===== src/rtl/spc_defs.vh =====
`ifndef SPC_DEFS_VH
`define SPC_DEFS_VH
`define SPC_ADDR_W 8
`define SPC_OFF_SUPPLY 8'h10
`define SPC_OFF_CLKPM 8'h20
`define SPC_OFF_IRQ_STATUS 8'h30
`define SPC_OFF_IRQ_MASK 8'h34
`define SPC_OFF_CARD_LIMIT 8'h38
`define SPC_SUP_FIXED_ONE 10
`define SPC_SUP_STOP_POLICY 7
`define SPC_SUP_CORE_LSB 4
`define SPC_SUP_PROG_LSB 0
`define SPC_PM_ACCESS_SEEN 25
`define SPC_PM_FREQ_CHANGED 24
`define SPC_PM_CTL_ENABLE 16
`define SPC_PM_ACTION 0
`define SPC_V_OFF 3'h0
`define SPC_V_12 3'h1
`define SPC_V_5 3'h2
`define SPC_V_3V3 3'h3
`define SPC_V_XX 3'h4
`define SPC_V_YY 3'h5
`define SPC_IRQ_ACCESS 0
`define SPC_IRQ_FREQ 1
`define SPC_IRQ_SUPPLY 2
`define SPC_IRQ_W 3
`define SPC_SLOW_DIV 16
`endif


===== src/rtl/spc_sync.v =====
`timescale 1ns/1ps
module spc_sync #(
  parameter W = 1
) (
  input wire CLOCK,
  input wire RST,
  input wire [W-1:0] d,
  output wire [W-1:0] q
);
  genvar i;
  generate
    for (i = 0; i < W; i = i + 1) begin : g_bit
      reg s1_reg;
      reg s2_reg;
      always @(posedge CLOCK) begin
        if (RST) begin
          s1_reg <= 1'b0;
          s2_reg <= 1'b0;
        end else begin
          s1_reg <= d[i];
          s2_reg <= s1_reg;
        end
      end
      assign q[i] = s2_reg;
    end
  endgenerate
endmodule


===== src/rtl/spc_volt_gate.v =====
`timescale 1ns/1ps
`include "spc_defs.vh"
module spc_volt_gate (
  input wire card_present,
  input wire [3:0] card_ok,
  input wire [2:0] core_req,
  input wire [2:0] prog_req,
  output reg [2:0] core_out,
  output reg [2:0] prog_out
);
  // card_ok: {yy, xx, 3v3, 5v}; 12 V programming is always allowed
  function allowed;
    input [2:0] code;
    input [3:0] ok;
    input prog;
    begin
      case (code)
        `SPC_V_OFF: allowed = 1'b1;
        `SPC_V_12: allowed = prog;
        `SPC_V_5: allowed = ok[0];
        `SPC_V_3V3: allowed = ok[1];
        `SPC_V_XX: allowed = prog & ok[2];
        `SPC_V_YY: allowed = ok[3];
        default: allowed = 1'b0;
      endcase
    end
  endfunction
  always @* begin
    core_out = core_req;
    prog_out = prog_req;
    if (!card_present || !allowed(core_req, card_ok, 1'b0)) begin
      core_out = `SPC_V_OFF;
    end
    if (!card_present || !allowed(prog_req, card_ok, 1'b1)) begin
      prog_out = `SPC_V_OFF;
    end
  end
endmodule


===== src/rtl/spc_socket_power_clock_ctrl.v =====
`timescale 1ns/1ps
`include "spc_defs.vh"
// How it works
// - Supply reg: bit10 one, reserved zero
// - Policy bit7 stops clock ignoring host
// - Core supply field bits 6-4 encoding
// - Programming supply field bits 2-0 encoding
// - Power only voltages the card accepts, except 12 V programming
// - Supply fields survive host reset when PME
// - Access seen bit sets, read clears
// - Freq changed bit shows slowed clock
// - Enable bit16 gates idle clock control
// - Bit0 picks stop or divide by 16
// - Status bits cleared by global reset only
// - Power management reserved bits read zero
module spc_socket_power_clock_ctrl (
  CLOCK,
  RST,
  HOST_BUS_RESET,
  PME_ENABLE,
  ADDR,
  WDATA,
  WR,
  RD,
  RDATA,
  CARD_PRESENT,
  CARD_VOLT_OK,
  CARD_ACCESS,
  CARD_IDLE,
  HOST_CLKRUN_STOPPING,
  CORE_SUPPLY,
  PROG_SUPPLY,
  SUPPLY_UPDATE,
  CARD_CLK_STOP_REQ,
  CARD_CLK_SLOW_REQ,
  CARD_CLK_EN,
  IRQ
);
  input wire CLOCK;
  input wire RST;
  input wire HOST_BUS_RESET;
  input wire PME_ENABLE;
  input wire [`SPC_ADDR_W-1:0] ADDR;
  input wire [31:0] WDATA;
  input wire WR;
  input wire RD;
  output reg [31:0] RDATA;
  input wire CARD_PRESENT;
  input wire [3:0] CARD_VOLT_OK;
  input wire CARD_ACCESS;
  input wire CARD_IDLE;
  input wire HOST_CLKRUN_STOPPING;
  output reg [2:0] CORE_SUPPLY;
  output reg [2:0] PROG_SUPPLY;
  output reg SUPPLY_UPDATE;
  output reg CARD_CLK_STOP_REQ;
  output reg CARD_CLK_SLOW_REQ;
  output reg CARD_CLK_EN;
  output reg IRQ;

  wire [5:0] pin_in;
  wire [5:0] pin_s;
  wire present_s;
  wire [3:0] ok_s;
  wire access_s;
  wire idle_s;
  wire host_stop_s;
  wire hbr_s;
  wire pme_s;
  assign pin_in = {HOST_BUS_RESET, PME_ENABLE, HOST_CLKRUN_STOPPING, CARD_IDLE,
                   CARD_ACCESS, CARD_PRESENT};
  spc_sync #(.W(6)) u_sync (
    .CLOCK(CLOCK),
    .RST(RST),
    .d(pin_in),
    .q(pin_s)
  );
  spc_sync #(.W(4)) u_sync_ok (
    .CLOCK(CLOCK),
    .RST(RST),
    .d(CARD_VOLT_OK),
    .q(ok_s)
  );
  assign hbr_s = pin_s[5];
  assign pme_s = pin_s[4];
  assign host_stop_s = pin_s[3];
  assign idle_s = pin_s[2];
  assign access_s = pin_s[1];
  assign present_s = pin_s[0];

  reg stop_policy_reg;
  reg [2:0] core_req_reg;
  reg [2:0] prog_req_reg;
  reg ctl_enable_reg;
  reg action_reg;
  reg access_seen_reg;
  reg freq_changed_reg;
  reg [`SPC_IRQ_W-1:0] irq_status_reg;
  reg [`SPC_IRQ_W-1:0] irq_mask_reg;
  reg [2:0] core_app_reg;
  reg [2:0] prog_app_reg;
  reg [3:0] div_reg;
  wire [2:0] core_ok;
  wire [2:0] prog_ok;
  wire wr_sup;
  wire wr_pm;
  wire rd_pm;
  wire host_rst_hits_ctx;
  wire [`SPC_IRQ_W-1:0] irq_events;

  spc_volt_gate u_gate (
    .card_present(present_s),
    .card_ok(ok_s),
    .core_req(core_req_reg),
    .prog_req(prog_req_reg),
    .core_out(core_ok),
    .prog_out(prog_ok)
  );

  assign wr_sup = WR && (ADDR == `SPC_OFF_SUPPLY);
  assign wr_pm = WR && (ADDR == `SPC_OFF_CLKPM);
  assign rd_pm = RD && (ADDR == `SPC_OFF_CLKPM);
  assign host_rst_hits_ctx = hbr_s && !pme_s;

  // Supply request fields: PME context
  always @(posedge CLOCK) begin
    if (RST || host_rst_hits_ctx) begin
      core_req_reg <= `SPC_V_OFF;
      prog_req_reg <= `SPC_V_OFF;
    end else if (wr_sup) begin
      core_req_reg <= WDATA[`SPC_SUP_CORE_LSB+2:`SPC_SUP_CORE_LSB];
      prog_req_reg <= WDATA[`SPC_SUP_PROG_LSB+2:`SPC_SUP_PROG_LSB];
    end
  end

  // Ordinary control bits, cleared by either reset
  always @(posedge CLOCK) begin
    if (RST || hbr_s) begin
      stop_policy_reg <= 1'b0;
      ctl_enable_reg <= 1'b0;
      action_reg <= 1'b0;
      irq_mask_reg <= {`SPC_IRQ_W{1'b0}};
    end else begin
      if (wr_sup) begin
        stop_policy_reg <= WDATA[`SPC_SUP_STOP_POLICY];
      end
      if (wr_pm) begin
        ctl_enable_reg <= WDATA[`SPC_PM_CTL_ENABLE];
        action_reg <= WDATA[`SPC_PM_ACTION];
      end
      if (WR && (ADDR == `SPC_OFF_IRQ_MASK)) begin
        irq_mask_reg <= WDATA[`SPC_IRQ_W-1:0];
      end
    end
  end

  // Status bits, global reset only; set wins over read clear
  always @(posedge CLOCK) begin
    if (RST) begin
      access_seen_reg <= 1'b0;
      freq_changed_reg <= 1'b0;
    end else begin
      if (access_s) begin
        access_seen_reg <= 1'b1;
      end else if (rd_pm) begin
        access_seen_reg <= 1'b0;
      end
      freq_changed_reg <= CARD_CLK_SLOW_REQ;
    end
  end

  // Idle clock control
  wire stop_allowed;
  wire want_idle;
  assign stop_allowed = stop_policy_reg || host_stop_s;
  assign want_idle = ctl_enable_reg && idle_s && stop_allowed;
  always @(posedge CLOCK) begin
    if (RST) begin
      CARD_CLK_STOP_REQ <= 1'b0;
      CARD_CLK_SLOW_REQ <= 1'b0;
      CARD_CLK_EN <= 1'b0;
      div_reg <= 4'h0;
    end else begin
      CARD_CLK_STOP_REQ <= want_idle && !action_reg;
      CARD_CLK_SLOW_REQ <= want_idle && action_reg;
      div_reg <= div_reg + 4'h1;
      if (want_idle && action_reg) begin
        CARD_CLK_EN <= (div_reg == 4'h0);
      end else begin
        CARD_CLK_EN <= !(want_idle && !action_reg);
      end
    end
  end

  // Applied supply toward the power switch
  always @(posedge CLOCK) begin
    if (RST) begin
      core_app_reg <= `SPC_V_OFF;
      prog_app_reg <= `SPC_V_OFF;
      CORE_SUPPLY <= `SPC_V_OFF;
      PROG_SUPPLY <= `SPC_V_OFF;
      SUPPLY_UPDATE <= 1'b0;
    end else begin
      core_app_reg <= core_ok;
      prog_app_reg <= prog_ok;
      CORE_SUPPLY <= core_ok;
      PROG_SUPPLY <= prog_ok;
      SUPPLY_UPDATE <= (core_ok != core_app_reg) || (prog_ok != prog_app_reg);
    end
  end

  // Interrupt status, write one to clear, set wins
  assign irq_events = {SUPPLY_UPDATE, CARD_CLK_SLOW_REQ && !freq_changed_reg,
                       access_s && !access_seen_reg};
  always @(posedge CLOCK) begin
    if (RST) begin
      irq_status_reg <= {`SPC_IRQ_W{1'b0}};
      IRQ <= 1'b0;
    end else begin
      if (WR && (ADDR == `SPC_OFF_IRQ_STATUS)) begin
        irq_status_reg <= (irq_status_reg & ~WDATA[`SPC_IRQ_W-1:0]) | irq_events;
      end else begin
        irq_status_reg <= irq_status_reg | irq_events;
      end
      IRQ <= |(irq_status_reg & irq_mask_reg);
    end
  end

  // Read data
  reg [31:0] rd_next;
  always @* begin
    rd_next = 32'h0000_0000;
    case (ADDR)
      `SPC_OFF_SUPPLY: begin
        rd_next[`SPC_SUP_FIXED_ONE] = 1'b1;
        rd_next[`SPC_SUP_STOP_POLICY] = stop_policy_reg;
        rd_next[`SPC_SUP_CORE_LSB+2:`SPC_SUP_CORE_LSB] = core_req_reg;
        rd_next[`SPC_SUP_PROG_LSB+2:`SPC_SUP_PROG_LSB] = prog_req_reg;
      end
      `SPC_OFF_CLKPM: begin
        rd_next[`SPC_PM_ACCESS_SEEN] = access_seen_reg;
        rd_next[`SPC_PM_FREQ_CHANGED] = freq_changed_reg;
        rd_next[`SPC_PM_CTL_ENABLE] = ctl_enable_reg;
        rd_next[`SPC_PM_ACTION] = action_reg;
      end
      `SPC_OFF_IRQ_STATUS: rd_next[`SPC_IRQ_W-1:0] = irq_status_reg;
      `SPC_OFF_IRQ_MASK: rd_next[`SPC_IRQ_W-1:0] = irq_mask_reg;
      `SPC_OFF_CARD_LIMIT: begin
        rd_next[3:0] = ok_s;
        rd_next[4] = present_s;
      end
      default: rd_next = 32'h0000_0000;
    endcase
  end
  always @(posedge CLOCK) begin
    if (RST) begin
      RDATA <= 32'h0000_0000;
    end else if (RD) begin
      RDATA <= rd_next;
    end else begin
      RDATA <= 32'h0000_0000;
    end
  end
endmodule


===== config.mk =====
export PLATFORM = sky130hd
export DESIGN_NAME = spc_socket_power_clock_ctrl
export DESIGN_NICKNAME = d
export VERILOG_FILES = /design/src/rtl/spc_sync.v /design/src/rtl/spc_volt_gate.v /design/src/rtl/spc_socket_power_clock_ctrl.v
export VERILOG_INCLUDE_DIRS = /design/src /design/src/rtl
export SDC_FILE = /design/constraint.sdc
export NUM_CORES = 1
export LEC_CHECK = 0
export BUFFER_PORTS_ARGS = -buffer_cell sky130_fd_sc_hd__buf_2
export CORE_MARGIN = 2
export CORE_UTILIZATION = 53
export DETAILED_ROUTE_END_ITERATION = 8
export GPL_TIMING_DRIVEN = 0
export PLACE_DENSITY = 0.89
export SLEW_MARGIN = 20
export SYNTH_ARGS = -nofsm -noshare
export SYNTH_HDL_FRONTEND = slang
export SYNTH_HIERARCHICAL = 1
export SYNTH_SLANG_ARGS = --single-unit

===== constraint.sdc =====
create_clock -name CLOCK -period 4.26 [get_ports CLOCK]
set_clock_uncertainty 0.1 [all_clocks]
set_input_delay 0.639 -clock CLOCK [delete_from_list [all_inputs] [get_ports CLOCK]]
set_output_delay 0.639 -clock CLOCK [all_outputs]
set_load 0.1 [all_outputs]

Word-level counts from Yosys, hierarchy flattened

Index checks and enable logic that the tools add are counted.

Register bits after elaboration: 84
Output and inout port bits: 43

Muxes and demuxes: 12
Reduce and logical (&&, ||, !) cells: 36
Bitwise logic cells: 9
Add/sub/neg operators: 1
Equal/unequal tests: 15

Operator list:

| cell                                                | number |
|---|---|
| equality test 8 x 6 -> 1 bit, second input constant | 4 |
| equality test 3 x 2 -> 1 bit, second input constant | 4 |
| logical AND 1 bit                                   | 12 |
| OR reduction 3 bit                                  | 4 |
| one-hot mux 1 bit (5 select lines)                  | 2 |
| equality test 3 bit, second input constant          | 3 |
| two-way mux 3 bit                                   | 3 |
| equality test 8 x 5 -> 1 bit, second input constant | 1 |
| logical NOT 1 bit                                   | 8 |
| one-hot mux 2 bit (4 select lines)                  | 1 |
| AND 3 bit                                           | 2 |
| logical NOT 3 bit                                   | 2 |
| logical OR 1 bit                                    | 6 |
| != test 3 bit                                       | 2 |
| OR 3 bit                                            | 2 |
| adder 4 x 1 -> 4 bit, second input constant         | 1 |
| logical NOT 4 bit                                   | 1 |
| two-way mux 1 bit                                   | 4 |
| NOT 1 bit                                           | 4 |
| one-hot mux 1 bit (4 select lines)                  | 1 |
| OR reduction 2 bit                                  | 2 |
| equality test 3 x 1 -> 1 bit, second input constant | 1 |
| NOT 3 bit                                           | 1 |
| one-hot mux 1 bit (2 select lines)                  | 1 |
| nonzero test 2 bit                                  | 1 |

Depth between registers and ports, before layout

Depth after elaboration: 8
Depth in mapped cells: 7
Depth with buffers taken out: 6

By module

The synthesis kept the hierarchy.

By module, submodules not included:

| module                      | area each (um2) | instances | seq. area each (um2) | cells an instance |
|---|---|---|---|---|
| spc_socket_power_clock_ctrl | 2020.7          | 1         | 880.8                | 209 |
| spc_sync (u_sync)           | 411.6           | 1         | 240.2                | 31 |
| spc_sync (u_sync_ok)        | 240.2           | 1         | 160.2                | 20 |
| spc_volt_gate               | 135.1           | 1         | 0.0                  | 19 |

Worst setup path after synthesis

OpenSTA, ideal clock, no wires.

Path kind: input-to-reg
Start: in ADDR[2]
End: reg RDATA[0]
Arrival: 1838 ps
Setup slack: 2249 ps
Path buffers: 1
Required time: 4087 ps
Library setup time: 73 ps
Stages: 4
Path through: buf_2 or4_4 or4_4 o211ai_2

Word-level cells in the longest chain between the ends: 2

RTL lines:

| item                                                                                | RTL line                          | RTL |
|---|---|---|
| start: declaration                                                                  | spc_socket_power_clock_ctrl.v:43  | `` input wire [`SPC_ADDR_W-1:0] ADDR; `` |
| equality test 8 x 6 -> 1 bit / equality test 8 x 5 -> 1 bit (equally long branches) | spc_socket_power_clock_ctrl.v:233 | `case (ADDR)` |
| one-hot mux 1 bit (5 select lines) *                                                | spc_socket_power_clock_ctrl.v:233 |  |
| end signal: assignment                                                              | spc_socket_power_clock_ctrl.v:259 | `RDATA <= rd_next;` |
| end: declaration                                                                    | spc_socket_power_clock_ctrl.v:47  | `output reg [31:0] RDATA;` |

Every way passes the cells marked *; elsewhere a longest branch is shown, timed or not.
A chain may end at the register's enable or synchronous reset.

Worst setup path in the final report

Start: in ADDR[6]
End: reg prog_req_reg[0]

Word-level cells in the longest chain between the ends: 2

RTL lines:

| item                         | RTL line                          | RTL |
|---|---|---|
| equality test 8 x 5 -> 1 bit | --                                |  |
| logical AND 1 bit            | spc_socket_power_clock_ctrl.v:120 | `` assign wr_sup = WR && (ADDR == `SPC_OFF_SUPPLY); `` |
| end signal: assignment       | spc_socket_power_clock_ctrl.v:129 | `` prog_req_reg <= `SPC_V_OFF; `` |
| end signal: assignment       | spc_socket_power_clock_ctrl.v:132 | `` prog_req_reg <= WDATA[`SPC_SUP_PROG_LSB+2:`SPC_SUP_PROG_LSB]; `` |
| end: declaration             | spc_socket_power_clock_ctrl.v:93  | `reg [2:0] prog_req_reg;` |

Every way passes these cells.

==> impl_metrics.tcl <==
set metrics [dict create \
    finalHoldViolCount 0 \
    worstPathRequired_ns 4.41 \
    crit_end "prog_req_reg[0]" \
    powerDensity_nw_per_um2 367 \
    clockBufferDepth 2 \
    ys_seq_area_share_pct 45.6 \
    cts_tree "built" \
    grt_pass1_vias 2003 \
    power_leakage_nw 1.52 \
    total_power_mw 1.24 \
    diodes 0 \
    clock_latency_ns 0.33 \
    vias 2158 \
    dpl.cell_count 417 \
    worstPathArrival_ns 2.31 \
    numCtsBuffers 9 \
    hold_ws_ns 0.337 \
    relSlewSlack_pct 42.6 \
    drc 0 \
    synth_top_family_by_area "simple AND/OR/NAND/NOR gates" \
    post_cts_buffers 0 \
    synth_compound_area_share_pct 9.36 \
    synth_edf_count 0 \
    synth_cells 279 \
    drt-initial-drc-count 181 \
    final_cell_mix "64 x dfxtp_1, 52 x buf_2, 32 x buf_4" \
    initial_utilization_pct 55.0 \
    tightest_slew_ns 0.849 \
    num_rows 26 \
    dp_hpwl_um 4070 \
    drt_first_pass_iters 6 \
    worstSetupEndpointType "flop" \
    crit_type "in -> reg" \
    rsz0062_at_grt "no" \
    clock-sinks 64 \
    syn_area_um2 2810 \
    cts.htree.levels 3 \
    die_y_um 76.8 \
    final_common_cell "dfxtp_1" \
    outcome "finished clean" \
    reg2regPathDepth 6 \
    io_pins 97 \
    grt_pass1_wl_um 9050 \
    finalWeightedCongestion 0.850 \
    r2r_setup_slack_ns 2.42 \
    final.setup.tns_ns 0 \
    grt_start_max_net_pins 16 \
    synthAdderAreaFrac_pct 0.891 \
    muxShareOfSynthArea_pct 5.70 \
    finalMaxSlewViolations 0 \
    timing.rr.start "u_sync/g_bit[0].s2_reg" \
    nets 414 \
    stdcell_count 432 \
    die_w_um 76.8 \
    wl_per_cell_um 12.9 \
    port_buffers 49 \
    placed_cell_area_um2 3210 \
    synthSimpleGateAreaFrac_pct 23.6 \
    drive_gt1_share_pct 34.0 \
    cp_max_fo 7 \
    period_needed_ns 2.16 \
    grt-ovfl-total 0 \
    area_growth_pct 20.5 \
    hold_buffers 0 \
    synthFlopType "dfxtp_1" \
    period_share_pct 50.7 \
    max_freq_mhz 463 \
    yosys_register_bits 64 \
    ctsResizeCount 0 \
    hp-class "reg -> reg" \
    synth_async_sr_flop_share_pct 0 \
    finalSetupViolCount 0 \
    synth-xor-area-share_pct 2.50 \
    ant_nets 0 \
    antenna_found_initial 0 \
    yosysUniqueCellTypes 55 \
    grt_util_all_layers_pct 19.7 \
    drt-total-wl_um 5590 \
    dieArea_um2 5900 \
    clockRootBuffer "clkbuf_8" \
    routed_via_density 5.00 \
    crit_path_start_kind "input port" \
    crit_start "ADDR[6]" \
    yosysWarnings 6 \
    irDropWorstVdd_uv 193 \
    drv_cap 0 \
    avgSynthCellArea_um2 10.1 \
    largest_register_ffs 12 \
    core_area_um2 5110 \
    fin_area_um2 3380 \
    cts.clk_slew.worst_paths_ns 0.06 \
    r2r-end "SUPPLY_UPDATE" \
]
[critical path, stage by stage]
cell	delay (ns)
buf_2	0.13
nor4bb_1	0.74
nor3b_1	0.36
buf_4	0.24
mux2i_1	0.20
[cell type report]
type,count,area [um2]
Fill cell,425,1720
Tap cell,70,87.6
Clock buffer,12,155
Inverter,14,52.6
Clock inverter,3,17.5
Sequential cell,64,1280
Buffer,42,289
Timing Repair Buffer,49,245
Multi-Input combinational cell,178,1260
[cell families (layout without fill, tap and decap cells)]
group                      count (synthesis)  in the layout
adders and majority gates                  2              2
DFF                                       64             64
and+or+nand+nor                           99             99
xor gates and xnor gates                   8              8
other                                      1             20
buffers and inverters                     56            120
muxes                                     16             16
AOI/OAI and AO/OA                         33             33
[layer usage]
layer	up-vias	routed length, um	global-route usage (%)	part of all wire [%]
met2	116	2550	30.2	46
met4	0	154	14.0	2.8
li1	1067	-	-	-
met3	15	470	4.47	8.4
met1	960	2410	24.5	43
met5	-	0	0	0
[where the power goes]
group / internal [mW] / switching, mW / total [mW]
clock network: 0.238 / 0.212 / 0.450
logic: 0.0500 / 0.127 / 0.177
registers: 0.611 / 0.00508 / 0.616
total: 0.899 / 0.344 / 1.24
[Yosys cell counts (2+ instances only)]
| library cell | instances | share of area [%] |
|---|---|---|
| dfxtp_1 | 64 | 46 |
| buf_4 | 32 | 8.6 |
| nor2b_1 | 19 | 4.2 |
| mux2i_1 | 16 | 5.7 |
| o211ai_1 | 13 | 3.5 |
| inv_1 | 12 | 1.6 |
| nand2_1 | 12 | 1.6 |
| nor2_1 | 9 | 1.2 |
| nor2b_2 | 8 | 2.5 |
| and2_1 | 6 | 1.3 |
| nor3_1 | 6 | 1.1 |
| clkbuf_1 | 5 | 0.67 |
| xor2_1 | 5 | 1.6 |
| nand2b_1 | 4 | 0.89 |
| nand3_1 | 4 | 0.71 |
| nor3b_1 | 4 | 1.1 |
| a21oi_1 | 3 | 0.53 |
| buf_2 | 3 | 0.53 |
| nand4_1 | 3 | 0.67 |
| nor4_1 | 3 | 0.67 |
| or4_4 | 3 | 1.2 |
| xnor2_1 | 3 | 0.94 |
| and2b_2 | 2 | 0.62 |
| and3_1 | 2 | 0.45 |
| ha_1 | 2 | 0.89 |
| inv_2 | 2 | 0.27 |
| nor2b_4 | 2 | 0.98 |
| nor4b_1 | 2 | 0.62 |
| nor4bb_1 | 2 | 0.71 |
| o21ai_0 | 2 | 0.36 |
| o221a_2 | 2 | 0.80 |
[worst min path at each step]
| stage | cells past startpoint | from | endpoint | slack (ns) |
|---|---|---|---|---|
| after global placement | 1 | u_sync_ok/g_bit[1].s1_reg | u_sync_ok/g_bit[1].s2_reg | 0.32 |
| after detailed placement | 1 | u_sync/g_bit[3].s1_reg | u_sync/g_bit[3].s2_reg | 0.33 |
| after floorplan | 1 | u_sync_ok/g_bit[0].s1_reg | u_sync_ok/g_bit[0].s2_reg | 0.31 |
| final | 1 | u_sync/g_bit[3].s1_reg | u_sync/g_bit[3].s2_reg | 0.34 |
| after global routing | 1 | u_sync_ok/g_bit[1].s1_reg | u_sync_ok/g_bit[1].s2_reg | 0.36 |
| after CTS | 1 | u_sync/g_bit[1].s1_reg | u_sync/g_bit[1].s2_reg | 0.34 |
[stage by stage]
stage,setup WS (ns),utilization [%]
after global placement,1.97,62.9
after detailed placement,1.83,62.9
final,2.10,66.3
after CTS,2.15,66.3
after global routing,1.93,66.3
after floorplan,2.25,-
No activity file was read; power rests on OpenSTA's default activity.
